`src/rtl/pll_ctrl_cfg.svh`:
```
// Register offsets, field positions, reset values and timing counts for the loop control block.
`ifndef PLL_CTRL_CFG_SVH
`define PLL_CTRL_CFG_SVH

// Register indices, as the host addresses them.
`define REG_REF_DIV        8'h02
`define REG_FB_INT         8'h03
`define REG_FB_FRAC        8'h04
`define REG_MODE           8'h06
`define REG_LOCK_CFG       8'h07
`define REG_DETECTOR       8'h0B
`define REG_PIN_CTRL       8'h0F
`define REG_STATUS         8'h12

// Reset values.
`define RST_REF_DIV        14'h0001
`define RST_FB_INT         19'h00014
`define RST_FB_FRAC        24'h000000
`define RST_MODE           24'h000000
`define RST_LOCK_CFG       12'h000
`define RST_DETECTOR       11'h060
`define RST_PIN_CTRL       7'h01

// Field positions.
`define MODE_FRAC_BIT      11
`define LCFG_COUNT_LSB     0
`define LCFG_ENABLE_BIT    3
`define LCFG_WINSEL_BIT    6
`define LCFG_DIV_LSB       7
`define LCFG_SPEED_LSB     10
`define DET_UP_EN_BIT      5
`define DET_DN_EN_BIT      6
`define DET_FORCE_UP_BIT   9
`define DET_FORCE_DN_BIT   10
`define PIN_SEL_LSB        0
`define PIN_SERIAL_BIT     6
`define STAT_LOCK_BIT      1
`define PIN_SEL_LOCK       5'h01

// Divider ranges.
`define FB_INT_MIN         19'h00010
`define FB_INT_MAX         19'h7FFFF
`define FB_FRAC_MIN        19'h00014
`define FB_FRAC_MAX        19'h7FFFB

// Timing: fixed window in ns, clock period in ps, window in cycles rounded up.
`define ANALOG_WIN_NS      10
`define CLK_PERIOD_PS      8000
`define ANALOG_WIN_CYC     ((`ANALOG_WIN_NS * 1000 + `CLK_PERIOD_PS - 1) / `CLK_PERIOD_PS)

`endif

```
`src/rtl/pll_ctrl_pkg.sv`:
```
// Types shared by the loop control block.
package pll_ctrl_pkg;

    // Lock window tracker states.
    typedef enum logic [2:0]
    {
        LD_IDLE = 3'b001,
        LD_OPEN = 3'b010,
        LD_LATE = 3'b100
    } ld_state_type;

endpackage

```
`src/rtl/win_timer_if.sv`:
```
// Signals between the lock tracker and the digital window timer.
`timescale 1ns/1ps
interface win_timer_if;
    logic       start;
    logic [2:0] div_code;
    logic [1:0] speed_code;
    logic       expired;
    logic       ld_clk;

    modport tracker (output start, output div_code, output speed_code,
                     input expired, input ld_clk);
    modport timer   (input start, input div_code, input speed_code,
                     output expired, output ld_clk);
endinterface

```
`src/rtl/edge_divider.sv`:
```
// Integer edge divider: one output pulse for every programmed number of input ticks.
`timescale 1ns/1ps
module edge_divider #(
    parameter int WIDTH = 19
) (
    // Clock and reset.
    input  wire logic             clk,
    input  wire logic             resetn,
    // Input ticks and ratio.
    input  wire logic             tick,
    input  wire logic [WIDTH-1:0] ratio,
    // Divided output.
    output logic                  pulse_q
);
    logic [WIDTH-1:0] count_q;

    // A ratio of zero behaves as one so the divider never stalls.
    always_ff @(posedge clk)
    begin
        if (!resetn)
        begin
            count_q <= '0;
            pulse_q <= 1'b0;
        end
        else
        begin
            pulse_q <= 1'b0;
            if (tick)
            begin
                if (count_q + WIDTH'(1) >= ratio)
                begin
                    count_q <= '0;
                    pulse_q <= 1'b1;
                end
                else
                begin
                    count_q <= count_q + WIDTH'(1);
                end
            end
        end
    end

    a_div_count_bound : assert property (@(posedge clk) disable iff (!resetn)
        (ratio != '0) |-> ##1 (count_q < ratio || $changed(ratio)))
        else $error("divider count passed its ratio");
endmodule

```
`src/rtl/ld_window_timer.sv`:
```
// Digital lock window timer driven by an internal lock-detect clock enable.
`timescale 1ns/1ps
module ld_window_timer (
    // Clock and reset.
    input  wire logic clk,
    input  wire logic resetn,
    // Tracker side.
    win_timer_if.timer win
);
    logic [1:0] presc_q;
    logic [7:0] halves_q;
    logic       run_q;
    logic       half_tick;

    // One half period of the lock-detect clock lasts speed+1 cycles, slowest at code 3.
    assign half_tick = (presc_q == win.speed_code);

    // Prescaler restarts with each window so the window length is exact.
    always_ff @(posedge clk)
    begin
        if (!resetn)
        begin
            presc_q    <= 2'h0;
            win.ld_clk <= 1'b0;
        end
        else if (win.start)
        begin
            presc_q <= 2'h0;
        end
        else if (half_tick)
        begin
            presc_q    <= 2'h0;
            win.ld_clk <= ~win.ld_clk;
        end
        else
        begin
            presc_q <= presc_q + 2'h1;
        end
    end

    // Window lasts 2^code half periods: code 0 is half a clock, code 7 is 64 clocks.
    always_ff @(posedge clk)
    begin
        win.expired <= 1'b0;
        if (!resetn)
        begin
            halves_q <= 8'h00;
            run_q    <= 1'b0;
        end
        else if (win.start)
        begin
            halves_q <= 8'h00;
            run_q    <= 1'b1;
        end
        else if (run_q && half_tick)
        begin
            halves_q <= halves_q + 8'h01;
            if (halves_q + 8'h01 == (8'h01 << win.div_code))
            begin
                run_q       <= 1'b0;
                win.expired <= 1'b1;
            end
        end
    end

    a_timer_expiry : assert property (@(posedge clk) disable iff (!resetn)
        win.expired |-> $past(run_q) && !run_q)
        else $error("window expired while the timer was idle");
endmodule

```
`src/rtl/pll_loop_ctrl.sv`:
```
// Loop control: reference and feedback dividers, phase detector control and window lock detect.
// Notes on behaviour
// - Reference divider divides by 1 to 16383.
// - Fractional feedback averages 20 to 524283.
// - Integer feedback divides by 16 to 524287.
// - Up enable low masks up pumping.
// - Down enable low masks down pumping.
// - Both enables low floats pump unless a force bit is set, rest runs.
// - Force bits hold pump up or down.
// - Lock enable gates all lock detection.
// - Only the edge time difference matters.
// - Window opens on whichever edge comes first.
// - Window select low gives fixed 10 ns window; here two 8 ns cycles, 16 ns.
// - Digital window counts lock-detect clock cycles.
// - Divide codes map 0.5 up to 64.
// - Speed code 0 fastest, 3 slowest.
// - Lock after programmed consecutive in-window arrivals.
// - One late arrival clears lock at once.
// - Status bit one reads the lock flag.
// - Pin select one puts lock on pin.
// - Serial reads borrow the pin temporarily.
//
// Chosen here: the strobed register port and the register offsets.
`timescale 1ns/1ps
`include "pll_ctrl_cfg.svh"
module pll_loop_ctrl (
    // Clock and reset.
    input  wire logic        clk,
    input  wire logic        resetn,
    // Register port.
    input  wire logic [7:0]  reg_addr,
    input  wire logic [23:0] reg_wdata,
    input  wire logic        reg_write,
    input  wire logic        reg_read,
    output logic      [23:0] reg_rdata_q,
    // Reference and VCO inputs from pins.
    input  wire logic        ref_in,
    input  wire logic        vco_in,
    // Serial port read in progress and its data bit.
    input  wire logic        serial_read_active,
    input  wire logic        serial_read_data,
    // Charge pump drive.
    output logic             pump_up_q,
    output logic             pump_down_q,
    output logic             pump_drive_en_q,
    // Pins.
    output logic             lock_or_serial_out_pin,
    output logic             general_test_output,
    output logic             lock_q
);
    logic [13:0] ref_div_q;
    logic [18:0] fb_int_q;
    logic [23:0] fb_frac_q;
    logic [23:0] mode_q;
    logic [11:0] lock_cfg_q;
    logic [10:0] detector_q;
    logic [6:0]  pin_ctrl_q;
    logic [2:0]  ref_sync_q;
    logic [2:0]  vco_sync_q;
    logic        ref_lvl_q;
    logic        vco_lvl_q;
    logic        ref_tick;
    logic        vco_tick;
    logic [23:0] frac_acc_q;
    logic        frac_carry_q;
    logic [18:0] fb_ratio;
    logic        ref_pulse;
    logic        fb_pulse;
    logic        pfd_up_q;
    logic        pfd_dn_q;
    logic        ld_enable;
    logic        win_digital;
    logic        detector_up_enable;
    logic        detector_down_enable;
    logic        pump_force_up;
    logic        pump_force_down;
    pll_ctrl_pkg::ld_state_type ld_state_q;
    logic        first_ref_q;
    logic [3:0]  analog_cnt_q;
    logic        analog_expired;
    logic        win_expired;
    logic        partner;
    logic        pair_in;
    logic        pair_out;
    logic [11:0] win_count_q;
    logic [11:0] count_target;
    win_timer_if win ();

    // Clamp the feedback ratio to the range of the selected mode.
    function automatic logic [18:0] clamp_ratio(input logic [19:0] raw, input logic frac);
        logic [19:0] lo;
        logic [19:0] hi;
        lo = frac ? {1'b0, `FB_FRAC_MIN} : {1'b0, `FB_INT_MIN};
        hi = frac ? {1'b0, `FB_FRAC_MAX} : {1'b0, `FB_INT_MAX};
        if (raw < lo)
            return lo[18:0];
        else if (raw > hi)
            return hi[18:0];
        else
            return raw[18:0];
    endfunction

    // In-window arrivals needed for lock: 16 at code 0 doubling to 2048 at code 7.
    function automatic logic [11:0] lock_count(input logic [2:0] code);
        return 12'h010 << code;
    endfunction

    assign ld_enable            = lock_cfg_q[`LCFG_ENABLE_BIT];
    assign win_digital          = lock_cfg_q[`LCFG_WINSEL_BIT];
    assign detector_up_enable   = detector_q[`DET_UP_EN_BIT];
    assign detector_down_enable = detector_q[`DET_DN_EN_BIT];
    assign pump_force_up        = detector_q[`DET_FORCE_UP_BIT];
    assign pump_force_down      = detector_q[`DET_FORCE_DN_BIT];
    assign count_target         = lock_count(lock_cfg_q[`LCFG_COUNT_LSB +: 3]);

    // Register writes; fields are held at their documented widths.
    always_ff @(posedge clk)
    begin
        if (!resetn)
        begin
            ref_div_q  <= `RST_REF_DIV;
            fb_int_q   <= `RST_FB_INT;
            fb_frac_q  <= `RST_FB_FRAC;
            mode_q     <= `RST_MODE;
            lock_cfg_q <= `RST_LOCK_CFG;
            detector_q <= `RST_DETECTOR;
            pin_ctrl_q <= `RST_PIN_CTRL;
        end
        else if (reg_write)
        begin
            unique case (reg_addr)
                `REG_REF_DIV:  ref_div_q  <= reg_wdata[13:0];
                `REG_FB_INT:   fb_int_q   <= reg_wdata[18:0];
                `REG_FB_FRAC:  fb_frac_q  <= reg_wdata;
                `REG_MODE:     mode_q     <= reg_wdata;
                `REG_LOCK_CFG: lock_cfg_q <= reg_wdata[11:0];
                `REG_DETECTOR: detector_q <= reg_wdata[10:0];
                `REG_PIN_CTRL: pin_ctrl_q <= reg_wdata[6:0];
                default:       ;
            endcase
        end
    end

    // Read data stand in the cycle after the strobe; unmapped indices read zero.
    always_ff @(posedge clk)
    begin
        if (!resetn)
        begin
            reg_rdata_q <= 24'h000000;
        end
        else if (reg_read)
        begin
            unique case (reg_addr)
                `REG_REF_DIV:  reg_rdata_q <= {10'h000, ref_div_q};
                `REG_FB_INT:   reg_rdata_q <= {5'h00, fb_int_q};
                `REG_FB_FRAC:  reg_rdata_q <= fb_frac_q;
                `REG_MODE:     reg_rdata_q <= mode_q;
                `REG_LOCK_CFG: reg_rdata_q <= {12'h000, lock_cfg_q};
                `REG_DETECTOR: reg_rdata_q <= {13'h0000, detector_q};
                `REG_PIN_CTRL: reg_rdata_q <= {17'h00000, pin_ctrl_q};
                `REG_STATUS:   reg_rdata_q <= {22'h000000, lock_q, 1'b0};
                default:       reg_rdata_q <= 24'h000000;
            endcase
        end
    end

    // Pin inputs pass three flops; a level is accepted only once the last two agree.
    always_ff @(posedge clk)
    begin
        if (!resetn)
        begin
            ref_sync_q <= 3'h0;
            vco_sync_q <= 3'h0;
            ref_lvl_q  <= 1'b0;
            vco_lvl_q  <= 1'b0;
        end
        else
        begin
            ref_sync_q <= {ref_sync_q[1:0], ref_in};
            vco_sync_q <= {vco_sync_q[1:0], vco_in};
            if (ref_sync_q[1] == ref_sync_q[2])
                ref_lvl_q <= ref_sync_q[2];
            if (vco_sync_q[1] == vco_sync_q[2])
                vco_lvl_q <= vco_sync_q[2];
        end
    end

    assign ref_tick = (ref_sync_q[1] == ref_sync_q[2]) && ref_sync_q[2] && !ref_lvl_q;
    assign vco_tick = (vco_sync_q[1] == vco_sync_q[2]) && vco_sync_q[2] && !vco_lvl_q;

    // Reference path divider.
    edge_divider #(.WIDTH(14)) ref_divider (
        .clk     (clk),
        .resetn  (resetn),
        .tick    (ref_tick),
        .ratio   (ref_div_q),
        .pulse_q (ref_pulse)
    );

    // First-order accumulator: a carry adds one to the next ratio, averaging int plus frac.
    always_ff @(posedge clk)
    begin
        if (!resetn || !mode_q[`MODE_FRAC_BIT])
        begin
            frac_acc_q   <= 24'h000000;
            frac_carry_q <= 1'b0;
        end
        else if (fb_pulse)
        begin
            {frac_carry_q, frac_acc_q} <= {1'b0, frac_acc_q} + {1'b0, fb_frac_q};
        end
    end

    assign fb_ratio = clamp_ratio({1'b0, fb_int_q} + {19'h00000, frac_carry_q},
                                  mode_q[`MODE_FRAC_BIT]);

    // Feedback path divider.
    edge_divider #(.WIDTH(19)) fb_divider (
        .clk     (clk),
        .resetn  (resetn),
        .tick    (vco_tick),
        .ratio   (fb_ratio),
        .pulse_q (fb_pulse)
    );

    // Phase-frequency detector: both sides set clears both, but an edge on that cycle is kept.
    always_ff @(posedge clk)
    begin
        if (!resetn)
        begin
            pfd_up_q <= 1'b0;
            pfd_dn_q <= 1'b0;
        end
        else
        begin
            pfd_up_q <= (pfd_up_q && !pfd_dn_q) | ref_pulse;
            pfd_dn_q <= (pfd_dn_q && !pfd_up_q) | fb_pulse;
        end
    end

    // Pump outputs: force wins over comparison, enables mask the detector.
    always_ff @(posedge clk)
    begin
        if (!resetn)
        begin
            pump_up_q       <= 1'b0;
            pump_down_q     <= 1'b0;
            pump_drive_en_q <= 1'b0;
        end
        else
        begin
            pump_up_q       <= pump_force_up || (pfd_up_q && detector_up_enable);
            pump_down_q     <= pump_force_down || (pfd_dn_q && detector_down_enable);
            pump_drive_en_q <= detector_up_enable || detector_down_enable
                               || pump_force_up || pump_force_down;
        end
    end

    // Window timer wiring; the lock-detect clock is also shown on the test output.
    assign win.div_code    = lock_cfg_q[`LCFG_DIV_LSB +: 3];
    assign win.speed_code  = lock_cfg_q[`LCFG_SPEED_LSB +: 2];
    assign win.start       = ld_enable && win_digital && (ref_pulse || fb_pulse)
                             && (ld_state_q == pll_ctrl_pkg::LD_IDLE);
    assign general_test_output = win.ld_clk;

    ld_window_timer win_timer (
        .clk    (clk),
        .resetn (resetn),
        .win    (win.timer)
    );

    // Fixed window: 10 ns rounded up to two clock cycles (16 ns), counted from the opening edge.
    always_ff @(posedge clk)
    begin
        if (!resetn || ld_state_q != pll_ctrl_pkg::LD_OPEN)
            analog_cnt_q <= 4'h1;
        else
            analog_cnt_q <= analog_cnt_q + 4'h1;
    end

    assign analog_expired = (analog_cnt_q >= 4'(`ANALOG_WIN_CYC));
    assign win_expired    = win_digital ? win.expired : analog_expired;
    assign partner        = first_ref_q ? fb_pulse : ref_pulse;

    // A partner edge on the expiry cycle still counts as inside; order of arrival is ignored.
    assign pair_in  = ld_enable && (((ld_state_q == pll_ctrl_pkg::LD_IDLE) && ref_pulse && fb_pulse)
                      || ((ld_state_q == pll_ctrl_pkg::LD_OPEN) && partner));
    assign pair_out = ld_enable && (ld_state_q == pll_ctrl_pkg::LD_LATE) && partner;

    // Window tracker: opens on the first edge, waits for the partner edge.
    always_ff @(posedge clk)
    begin
        if (!resetn || !ld_enable)
        begin
            ld_state_q  <= pll_ctrl_pkg::LD_IDLE;
            first_ref_q <= 1'b0;
        end
        else
        begin
            unique case (ld_state_q)
                pll_ctrl_pkg::LD_IDLE:
                    if (ref_pulse != fb_pulse)
                    begin
                        ld_state_q  <= pll_ctrl_pkg::LD_OPEN;
                        first_ref_q <= ref_pulse;
                    end
                pll_ctrl_pkg::LD_OPEN:
                    if (partner)
                        ld_state_q <= pll_ctrl_pkg::LD_IDLE;
                    else if (win_expired)
                        ld_state_q <= pll_ctrl_pkg::LD_LATE;
                pll_ctrl_pkg::LD_LATE:
                    if (partner)
                        ld_state_q <= pll_ctrl_pkg::LD_IDLE;
                default:
                    ld_state_q <= pll_ctrl_pkg::LD_IDLE;
            endcase
        end
    end

    // Consecutive in-window counter and lock flag; any late arrival restarts qualification.
    always_ff @(posedge clk)
    begin
        if (!resetn || !ld_enable)
        begin
            win_count_q <= 12'h000;
            lock_q      <= 1'b0;
        end
        else if (pair_out)
        begin
            win_count_q <= 12'h000;
            lock_q      <= 1'b0;
        end
        else if (pair_in && !lock_q)
        begin
            if (win_count_q + 12'h001 >= count_target)
                lock_q <= 1'b1;
            else
                win_count_q <= win_count_q + 12'h001;
        end
    end

    // Shared pin: lock when selected, serial data only while a read borrows it.
    always_ff @(posedge clk)
    begin
        if (!resetn)
            lock_or_serial_out_pin <= 1'b0;
        else if (!pin_ctrl_q[`PIN_SERIAL_BIT] && serial_read_active)
            lock_or_serial_out_pin <= serial_read_data;
        else if (pin_ctrl_q[`PIN_SEL_LSB +: 5] == `PIN_SEL_LOCK
                 || !pin_ctrl_q[`PIN_SERIAL_BIT])
            lock_or_serial_out_pin <= lock_q;
        else
            lock_or_serial_out_pin <= 1'b0;
    end

    a_up_masked : assert property (@(posedge clk) disable iff (!resetn)
        !detector_up_enable && !pump_force_up |=> !pump_up_q || $changed(detector_q))
        else $error("pump went up while up was masked");
    a_down_masked : assert property (@(posedge clk) disable iff (!resetn)
        !detector_down_enable && !pump_force_down |=> !pump_down_q || $changed(detector_q))
        else $error("pump went down while down was masked");
    a_pump_floats : assert property (@(posedge clk) disable iff (!resetn)
        $past(detector_q[10:5] == 6'h00) && $past(resetn) |-> !pump_drive_en_q)
        else $error("pump driven with both enables cleared");
    a_force_holds : assert property (@(posedge clk) disable iff (!resetn)
        pump_force_up && pump_force_down ##1 $stable(detector_q) |-> pump_up_q && pump_down_q)
        else $error("forced pump not held");
    a_disable_clears : assert property (@(posedge clk) disable iff (!resetn)
        !ld_enable |=> !lock_q && win_count_q == 12'h000 && ld_state_q == pll_ctrl_pkg::LD_IDLE)
        else $error("lock detection active while disabled");
    a_late_unlocks : assert property (@(posedge clk) disable iff (!resetn)
        pair_out |=> !lock_q ##1 (!lock_q || $past(pair_in)))
        else $error("late arrival did not clear lock");
    a_lock_qualified : assert property (@(posedge clk) disable iff (!resetn)
        $rose(lock_q) |-> $past(pair_in) && $past(win_count_q) + 12'h001 >= $past(count_target))
        else $error("lock rose before the full count");
    a_status_read : assert property (@(posedge clk) disable iff (!resetn)
        reg_read && reg_addr == `REG_STATUS |=> reg_rdata_q[`STAT_LOCK_BIT] == $past(lock_q))
        else $error("status did not show the lock flag");
    a_pin_shows : assert property (@(posedge clk) disable iff (!resetn)
        pin_ctrl_q == 7'h01 && !serial_read_active ##1 pin_ctrl_q == 7'h01
        |-> lock_or_serial_out_pin == $past(lock_q))
        else $error("pin did not show the lock flag");
    a_analog_len : assert property (@(posedge clk) disable iff (!resetn)
        ld_enable && !win_digital && ld_state_q == pll_ctrl_pkg::LD_IDLE && ref_pulse && !fb_pulse
        ##1 (!fb_pulse && !win_digital && ld_enable) [*2] |=> ld_state_q == pll_ctrl_pkg::LD_LATE)
        else $error("fixed window length wrong");

    c_lock_rise  : cover property (@(posedge clk) disable iff (!resetn) $rose(lock_q));
    c_late_pair  : cover property (@(posedge clk) disable iff (!resetn) pair_out && lock_q);
    c_serial_pin : cover property (@(posedge clk) disable iff (!resetn)
        serial_read_active && lock_q && !pin_ctrl_q[`PIN_SERIAL_BIT]);
endmodule

```
`config.mk`:
```
export PLATFORM = sky130hd
export DESIGN_NAME = pll_loop_ctrl
export DESIGN_NICKNAME = d
export VERILOG_FILES = /design/src/rtl/pll_ctrl_pkg.sv /design/src/rtl/win_timer_if.sv /design/src/rtl/edge_divider.sv /design/src/rtl/ld_window_timer.sv /design/src/rtl/pll_loop_ctrl.sv
export VERILOG_INCLUDE_DIRS = /design/src /design/src/rtl
export SDC_FILE = /design/constraint.sdc
export NUM_CORES = 1
export LEC_CHECK = 0
export BUFFER_PORTS_ARGS = -buffer_cell sky130_fd_sc_hd__buf_2
export CORE_MARGIN = 3
export CORE_UTILIZATION = 55
export CTS_CLUSTER_DIAMETER = 30
export DETAILED_ROUTE_END_ITERATION = 6
export MAX_ROUTING_LAYER = met4
export PLACE_DENSITY_LB_ADDON = 0.1
export SYNTH_ARGS = -nofsm -noshare
export SYNTH_HDL_FRONTEND = slang
export SYNTH_SLANG_ARGS = --single-unit
```
`constraint.sdc`:
```
create_clock -name clk -period 5.7 [get_ports clk]
set_input_delay 0.285 -clock clk [delete_from_list [all_inputs] [get_ports clk]]
set_output_delay 0.285 -clock clk [all_outputs]
set_load 0.1 [all_outputs]
```
==> results of run 1 <==
-- stage by stage --
stage / worst slack, ps / hold slack (ps)
5_1_grt: 622 / 19.8
3_3_place_gp: 1260 / 415
2_1_floorplan: 1600 / 402
3_5_place_dp: 1150 / 422
6_report: 1130 / 15.2
4_1_cts: 1130 / 0.372
-- where the power goes --
| part | leakage [nW] | switching, mW | total (mW) | internal (mW) |
|---|---|---|---|---|
| registers | 1.96 | 0.00605 | 1.72 | 1.71 |
| logic | 3.58 | 0.125 | 0.161 | 0.0355 |
| clock network | 0.943 | 1.07 | 3.27 | 2.20 |
-- flip-flops by register name, indices dropped and copies added (netlist names), 2 cells and up --
name                 flops
ld_state_q               3
fb_divider.count_q      19
reg_rdata_q             24
fb_frac_q               24
win_count_q             12
detector_q              11
win_timer.halves_q       8
frac_acc_q              24
mode_q                  24
fb_int_q                19
analog_cnt_q             4
ref_div_q               14
win_timer.presc_q        2
pin_ctrl_q               7
lock_cfg_q              12
vco_sync_q               3
ref_divider.count_q     14
ref_sync_q               3
-- layout make-up --
type / count / area [um^2] / share of cell area (%)
clock buffer: 66 / 1490 / 9.28
clock inverter: 38 / 478 / 2.98
inverter: 36 / 138 / 0.857
multi-input combinational: 1335 / 8210 / 51.1
timing repair buffer: 84 / 475 / 2.96
sequential: 243 / 4860 / 30.3
tap: 319 / 399 / 2.49
-- logic make-up (layout without fill, tap and decap cells) --
kind of cell	after synthesis	in the layout	synth area share, %
fa+ha+maj	80	80	7.42
xor+xnor	105	105	6.82
compound gates	375	375	17.1
flops	243	243	35.8
mux	60	60	4.47
simple gates	715	715	24.6
buf+inv	129	224	3.81
-- cell usage after synthesis, types with 6 or more instances --
master    number
nand2_1      309
dfxtp_1      243
a21oi_1      179
nor2_1       163
ha_1          79
clkbuf_1      72
xor2_1        60
mux2i_1       55
nand3_1       54
o21ai_0       49
xnor2_1       44
inv_1         35
and3_1        33
a21o_1        25
and2_1        21
nor3_1        20
o211ai_1      19
nand4_1       16
nor2b_1       15
nand2b_1      14
a211oi_1      13
buf_2         12
a31oi_1       10
nor4_1         9
a221oi_1       8
a32o_1         8
o22ai_1        8
or3_1          8
and4b_1        6
nand3b_1       6
nor3b_1        6
o21a_1         6
-- routing by layer --
| metal | share of wire (%) | up-vias | global-route usage, % |
|---|---|---|---|
| met3 | 6.0 | 82 | 3.65 |
| met5 | 0 | - | - |
| met4 | 2.9 | 0 | 9.50 |
| met1 | 45 | 5846 | 38.8 |
| li1 | - | 6098 | - |
| met2 | 46 | 425 | 46.0 |
-- worst paths after layout --
check                                   start                      to  slack (ps)  depth (start not counted)
worst min-delay path            reg_wdata[15]           fb_frac_q[15]          20                          3
worst min register to register  vco_sync_q[0]           vco_sync_q[1]         450                          1
worst max-delay path              fb_int_q[0]  fb_divider.count_q[17]        1130                         20
worst max register to register    fb_int_q[0]  fb_divider.count_q[17]        1130                         20
-- what timing repair did --
action,4_1_cts,5_1_grt
endpoints found under the hold margin,12,0
hold buffers,7,0
endpoints found under the setup margin,0,0
-- worst max-delay path: stages, from the launching register on --
cell and delay [ps]:
dfxtp_1 360, ha_1 280, ha_1 280, xor2_1 320, ha_1 220, nand3_1 80
a311oi_1 270, nand4_1 120, and4b_1 280, a31o_1 360, o21a_1 160, ha_1 210
nand2b_1 140, a21o_1 170, a21o_1 170, a21oi_1 130, o21ai_0 100, a31oi_1 140
buf_4 250, and3_1 280, a32o_1 190
==> flow_summary.yaml, run 1 <==
outcome:
  status: "complete, no violations"
clocking:
  root_buffer: "clkbuf_16"
  cts.sink_count: 243
  clk_latency_ps: 560
  cts_tree: "built"
  cts-resized-gates: 0
  clk_pin_slew_ps: 50
  post_cts_buffers: 0
  clockBufferDepth: 3
  htreeDepth: 2
  cts-buffers-inserted: 55
sta:
  tns_ps: 0
  timing.final.crit_share_pct: 80.1
  hold_viol: 0
  rsz0062_at_grt: "no"
  maxSlewViolCount: 0
  final.setup_skew_ps: 26.1
  slew_headroom_pct: 23.3
  fin_crit_ps: 4570
  finalSetupViolCount: 0
  worst_pin_slew_ps: 1150
  fmax_ghz: 0.219
final_layout:
  fin_nets: 1875
  fillers: 2005
  layout.cells.non_filler: 2121
  final_common_cell: "nand2_1"
  syn2layout_area_growth_pct: 18.1
  drive_above_1_share_pct: 11.7
  fin_area_um2: 16100
  layout_common_cells: "nand2_1 (309), dfxtp_1 (243), a21oi_1 (179)"
  final_util_pct: 67.2
  antennaDiodeCount: 0
synth:
  yosys_warnings: 0
  synth_area_leaders: "dfxtp_1 (36%), nand2_1 (8.5%), ha_1 (7.3%), a21oi_1 (6.6%), nor2_1 (4.5%)"
  avgSynthCellArea_um2: 7.96
  ys_seq_elements: 243
  async_reset_ff_share_pct: 0
  syn_inst: 1707
  synth_area_um2: 13600
  synth_top_area_cell: "dfxtp_1"
  synth-main-ff-cell: "dfxtp_1"
  synth_top_cell_area_share_pct: 35.8
  seq_area_frac_synth_pct: 35.8
  syn_nets: 1827
  synth_edf_count: 0
  ys_types: 87
power_and_ir_drop:
  p_per_area_nw_per_um2: 321
  power_mw: 5.15
  leakage_nw: 6.49
  vdd_drop_max_mv: 0.319
placed_design:
  port_buffers: 69
  dp_cells: 2010
  dpl_cell_area_um2: 14000
  place.gp.congestion: 0.891
  hpwl_um: 25700
floorplanning:
  ios: 70
  num_rows: 56
  initial_utilization_pct: 56.9
  dieArea_um2: 26600
  fp.dieH_um: 163
  die_x_um: 163
  core_um2: 23900
route:
  vias: 12500
  drt-initial-drc-count: 1148
  avgViaCountPerCell: 5.87
  drc: 0
  firstDrtPassIters: 5
  avgRoutedWirePerCell_um: 17.8
  postRouteAntennaNets: 0
  wl_um: 37700
global_routing:
  gr-total-overflow: 0
  grt_start_max_net_pins: 75
  antenna_found_initial: 0
  grt_pass1_vias: 12000
  grt.total_usage_pct: 29.0
  grt_pass1_wl_um: 61300
worst_hold_path:
  hold_class: "in -> reg"
critical_path:
  arrival_ps: 5050
  critPathKind: "reg -> reg"
  cp.required_ps: 6180
  start_kind: "flop"
  critical_path.max_fanout: 18
  critPathCaptureType: "flop"
job:
  cap_violations: 0
Power figures use the tool's default switching activity.
==> run 2: changes to the inputs <==
--- a/config.mk
+++ b/config.mk
@@ -6,6 +6,7 @@
 export SDC_FILE = /design/constraint.sdc
 export NUM_CORES = 1
 export LEC_CHECK = 0
+export ABC_AREA = 1
 export BUFFER_PORTS_ARGS = -buffer_cell sky130_fd_sc_hd__buf_2
 export CORE_MARGIN = 3
 export CORE_UTILIZATION = 55
==> constraint.sdc (replaced) <==
create_clock -name clk -period 4.4 [get_ports clk]
set_input_delay 0.22 -clock clk [delete_from_list [all_inputs] [get_ports clk]]
set_output_delay 0.22 -clock clk [all_outputs]
set_load 0.1 [all_outputs]
==> flow_summary.yaml, run 2 <==
synth:
  ys_types: 53
  synth_top_cell_area_share_pct: 36.2
  ys_seq_elements: 243
  synth-main-ff-cell: "dfxtp_1"
  yosys_warnings: 0
  seq_area_frac_synth_pct: 36.2
  synth_area_leaders: "dfxtp_1 (36%), nand2_1 (9.6%), a21oi_1 (8.8%), ha_1 (7.4%), inv_1 (7.2%)"
  synth.most_common_cell: "nand2_1"
  async_reset_ff_share_pct: 0
  syn_inst: 1929
  yosys-top-cells-count: "nand2_1 (344), inv_1 (256), dfxtp_1 (243)"
  avgSynthCellArea_um2: 6.96
  synth_area_um2: 13400
  synth_top_area_cell: "dfxtp_1"
  syn_nets: 2049
  synth_edf_count: 0
floorplanning:
  num_rows: 56
  core_um2: 23800
  die_x_um: 162
  ios: 70
  initial_utilization_pct: 56.5
  dieArea_um2: 26300
  fp.dieH_um: 162
sta:
  holdWs_ps: 18.8
  timing.final.crit_share_pct: 91.4
  final.setup_skew_ps: 32.4
  fmax_ghz: 0.249
  finalSetupViolCount: 0
  worst_pin_slew_ps: 1010
  tns_ps: 0
  rsz0062_at_grt: "no"
  slew_headroom_pct: 32.6
  fin_crit_ps: 4020
  hold_viol: 0
  maxSlewViolCount: 0
  setup_slack_ps: 377
power_and_ir_drop:
  p_per_area_nw_per_um2: 417
  vdd_drop_max_mv: 0.421
  leakage_nw: 7.02
clocking:
  cts_tree: "built"
  post_cts_buffers: 0
  cts-buffers-inserted: 54
  htreeDepth: 2
  clk_latency_ps: 570
  clk_pin_slew_ps: 50
  root_buffer: "clkbuf_16"
  cts.sink_count: 243
  clockBufferDepth: 3
final_layout:
  layout.cells.non_filler: 2385
  antennaDiodeCount: 0
  layout_common_cells: "nand2_1 (344), inv_1 (256), dfxtp_1 (243)"
  fillers: 2074
  fin_nets: 2143
  final_common_cell: "nand2_1"
  syn2layout_area_growth_pct: 21.2
  drive_above_1_share_pct: 10.1
critical_path:
  critPathCaptureType: "flop"
  cp.required_ps: 4860
  rr_startpoint: "fb_int_q[0]"
  critical_path.max_fanout: 19
  critPathKind: "reg -> reg"
  worst-r2r-cell-count: 26
  arrival_ps: 4480
  rrSetupSlack_ps: 380
  timing.rr.end: "fb_divider.count_q[6]"
  start_kind: "flop"
placed_design:
  port_buffers: 69
  hpwl_um: 27700
  place.gp.congestion: 0.937
  dp_cells: 2264
  pre_cts_slack_ps: 426
route:
  wl_um: 39000
  avgViaCountPerCell: 5.57
  firstDrtPassIters: 7
  postRouteAntennaNets: 0
  avgRoutedWirePerCell_um: 16.4
  vias: 13300
  drt-initial-drc-count: 1220
  drc: 0
worst_hold_path:
  hp-start: "reg_wdata[6]"
  hold_class: "in -> reg"
  min_to: "lock_cfg_q[6]"
  hold_depth: 3
outcome:
  status: "complete, no violations"
global_routing:
  grt_start_max_net_pins: 71
  grt_pass1_wl_um: 63800
  grt_pass1_vias: 12700
  gr-total-overflow: 0
  grt.total_usage_pct: 30.3
  antenna_found_initial: 0
job:
  cap_violations: 0
## run 2: cell count changes in the layout (fill, tap and decap cells not counted), sizes merged, moves of 21 or more
cell / previous run / this run
nor2: 164 / 207
nand2: 310 / 349
a21o: 25 / 1
mux2i: 55 / 0
and3: 37 / 1
nand3: 57 / 78
a21oi: 179 / 237
inv: 43 / 261
xnor2: 45 / 15
o21ai: 50 / 181
## run 2: worst max path at each step
stage	startpoint	to	slack, ps	cells past startpoint
global placement	fb_int_q[0]	fb_divider.count_q[14]	530	26
floorplan	fb_int_q[0]	fb_divider.count_q[16]	940	23
global route	fb_int_q[0]	fb_divider.count_q[6]	30	26
finish	fb_int_q[0]	fb_divider.count_q[6]	380	26
CTS	fb_int_q[0]	fb_divider.count_q[6]	360	26
detailed placement	fb_int_q[0]	fb_divider.count_q[14]	430	26
## run 2: what timing repair did
action | 4_1_cts | 5_1_grt
endpoints found under the setup margin | 0 | 19
endpoints found under the hold margin | 35 | 0
hold buffers | 22 | 0
resized for setup | 0 | 3
## run 2: cell families (layout without fill, tap and decap cells)
| kind of cell | count (synthesis) | in the layout | synth area share [%] |
|---|---|---|---|
| compound gates | 497 | 497 | 20.1 |
| xor+xnor | 69 | 69 | 4.50 |
| fa+ha+maj | 80 | 80 | 7.51 |
| buf+inv | 326 | 463 | 9.22 |
| flops | 243 | 243 | 36.2 |
| simple gates | 714 | 714 | 22.4 |
## run 2: layout make-up
class                           instances  area (um^2)  area share [%]
Multi-Input combinational cell       1360         7340            45.1
Inverter                              261          980            6.02
Tap cell                              319          399            2.45
Sequential cell                       243         4860            29.9
Clock buffer                           66         1480            9.07
Clock inverter                         33          562            3.45
Timing Repair Buffer                  103          658            4.04
## run 2: worst max-delay path, stage by stage, from the launching register on
cell,delay [ps]
dfxtp_1,380
ha_2,260
ha_1,250
nand3_2,150
nor2_2,230
nand4_1,120
nand2_1,110
nand2_1,80
nor2_1,90
nand3_1,100
nor2_1,130
nand2_2,90
nand2_4,190
inv_2,70
nand2_1,60
nor2_1,40
ha_1,310
a21oi_1,180
nor2_1,60
nor3_1,140
o21ai_0,100
nand2_1,60
nand4_1,120
nor2_2,100
buf_4,250
nand2_1,80
a21oi_1,170
## run 2: metal layers
layer | routed length, um | vias to the layer above | part of all wire (%) | track usage (%)
li1 | - | 6603 | - | -
met1 | 17500 | 6165 | 45 | 39.3
met2 | 17600 | 423 | 45 | 47.8
met3 | 2510 | 83 | 6.4 | 5.33
met4 | 1300 | 0 | 3.3 | 10.7
met5 | 0 | - | 0 | -
## run 2: power by group
group | internal [mW] | switching, mW
clock | 3.09 | 1.33
sequential | 2.21 | 0.00423
combinational | 0.0440 | 0.108
## run 2: stage by stage
stage | utilization, % | power (mW) | instance area (um^2)
6_report | 68.5 | 6.79 | 16300
5_1_grt | 68.5 | 6.98 | 16300
4_1_cts | 68.5 | 6.82 | 16300
3_5_place_dp | 59.0 | 2.39 | 14000
3_3_place_gp | 59.0 | 2.39 | 14000
2_1_floorplan | - | 2.33 | 13400
==> run 3: changes to the inputs <==
--- a/config.mk
+++ b/config.mk
@@ -13,7 +13,7 @@
 export CTS_CLUSTER_DIAMETER = 30
 export DETAILED_ROUTE_END_ITERATION = 6
 export MAX_ROUTING_LAYER = met4
-export PLACE_DENSITY_LB_ADDON = 0.1
+export PLACE_DENSITY = 0.71
 export SYNTH_ARGS = -nofsm -noshare
 export SYNTH_HDL_FRONTEND = slang
 export SYNTH_SLANG_ARGS = --single-unit
==> flow_summary.yaml, run 3 (synthesis gave the netlist of run 2 again) <==
sta:
  fmax_ghz: 0.252
  setup_slack_ps: 434
  final.setup_skew_ps: 35.8
  hold_viol: 0
  slew_headroom_pct: 30.9
  rsz0062_at_grt: "no"
  finalSetupViolCount: 0
  worst_pin_slew_ps: 1010
  maxSlewViolCount: 0
  tns_ps: 0
  fin_crit_ps: 3970
  timing.final.crit_share_pct: 90.1
critical_path:
  crit_slowest_cell: "dfxtp_1"
  start_kind: "flop"
  cp.required_ps: 4850
  critPathCaptureType: "flop"
  startpoint: "fb_int_q[0]"
  cp_common_cell: "nand2_1"
  rr_startpoint: "fb_int_q[0]"
  arrival_ps: 4410
  worst-r2r-cell-count: 26
  max_stage_delay_ps: 360
  critical_path.max_fanout: 19
  critPathKind: "reg -> reg"
placed_design:
  dpl_cell_area_um2: 14000
  port_buffers: 69
  place.gp.congestion: 0.978
  dp_cells: 2265
  pre_cts_slack_ps: 389
  hpwl_um: 28100
route:
  drt-initial-drc-count: 1021
  avgRoutedWirePerCell_um: 16.4
  drc: 0
  avgViaCountPerCell: 5.51
  postRouteAntennaNets: 0
  firstDrtPassIters: 5
  wl_um: 39100
  vias: 13200
final_layout:
  final_common_cell: "nand2_1"
  syn2layout_area_growth_pct: 20.5
  fin_nets: 2146
  layout_common_cells: "nand2_1 (344), inv_1 (256), dfxtp_1 (243)"
  final_util_pct: 68.1
  antennaDiodeCount: 0
  drive_above_1_share_pct: 10.1
  layout.cells.non_filler: 2388
  fin_area_um2: 16200
clocking:
  cts-buffers-inserted: 55
  cts_tree: "built"
  root_buffer: "clkbuf_16"
  clk_latency_ps: 560
  cts.sink_count: 243
  post_cts_buffers: 0
  htreeDepth: 2
  clockBufferDepth: 3
  clk_pin_slew_ps: 50
floorplanning:
  core_um2: 23800
  dieArea_um2: 26300
  die_x_um: 162
  fp.dieH_um: 162
  initial_utilization_pct: 56.5
  num_rows: 56
  ios: 70
job:
  cap_violations: 0
global_routing:
  grt_pass1_vias: 12600
  grt_start_max_net_pins: 76
  antenna_found_initial: 0
  grt.total_usage_pct: 30.3
  gr-total-overflow: 0
  grt_pass1_wl_um: 63800
worst_hold_path:
  hold_depth: 3
  hold_class: "in -> reg"
  hp-start: "reg_wdata[10]"
outcome:
  status: "complete, no violations"
power_and_ir_drop:
  leakage_nw: 6.99
  p_per_area_nw_per_um2: 403
  vdd_drop_max_mv: 0.328
[run 3: cell count changes in the layout (fill, tap and decap cells not counted), sizes merged]
| cell | previous run | this run |
|---|---|---|
| buf | 81 | 82 |
| bufinv | 12 | 6 |
| clkbuf | 66 | 68 |
| clkinv | 13 | 15 |
| clkinvlp | 8 | 5 |
| dlygate4sd3 | 22 | 23 |
| inv | 261 | 267 |
[run 3: worst max-delay path, delay by kind of cell (launching register included)]
| kind | cells | cell delay [ps] |
|---|---|---|
| AND/OR/NAND/NOR | 18 | 2000 |
| adder cells (fa/ha/maj) | 3 | 790 |
| AO/OA/AOI/OAI | 3 | 400 |
| flip-flops | 1 | 360 |
| buffers and inverters | 2 | 280 |
[run 3: through the flow]
stage                     total power [mW]  hold slack [ps]
after detailed placement              2.39              406
after global placement                2.39              401
after CTS                             6.56             10.4
final                                 6.53             32.7
after floorplan                       2.33              318
after global routing                  6.70             21.1
[run 3: report_power, final]
group / leakage, nW / internal [mW] / switching, mW
sequential: 1.96 / 2.21 / 0.00409
clock: 0.933 / 2.81 / 1.35
combinational: 4.10 / 0.0441 / 0.108
total: 6.99 / 5.06 / 1.46
[run 3: path summary, 6_finish.rpt]
check	endpoint	slack, ps
setup / recovery	fb_divider.count_q[5]	430
hold / removal	detector_q[10]	30
setup reg to reg	fb_divider.count_q[5]	430
hold reg to reg	ref_sync_q[1]	410
[run 3: timing repair]
item,4_1_cts,5_1_grt
hold buffers,23,0
endpoints found under the setup margin,0,19
hold endpoints to repair,37,0
gates resized for setup,0,4
[run 3: cell type report]
cell class / count / area, um^2
clock inverters: 32 / 408
well taps: 319 / 399
inverters: 261 / 980
repair buffers: 105 / 679
clock buffers: 68 / 1520
flip-flops and latches: 243 / 4860
multi-input cells: 1360 / 7330
fillers: 2060 / 7570
[run 3: per-layer routing]
| metal | wire length (um) | part of all wire [%] | vias to the layer above | GRT usage, % |
|---|---|---|---|---|
| met5 | 0 | 0 | - | - |
| met4 | 1070 | 2.7 | 0 | 8.57 |
| met3 | 2110 | 5.4 | 75 | 4.31 |
| met2 | 18000 | 46 | 407 | 49.2 |
| met1 | 17900 | 46 | 6057 | 39.7 |
| li1 | - | - | 6614 | - |
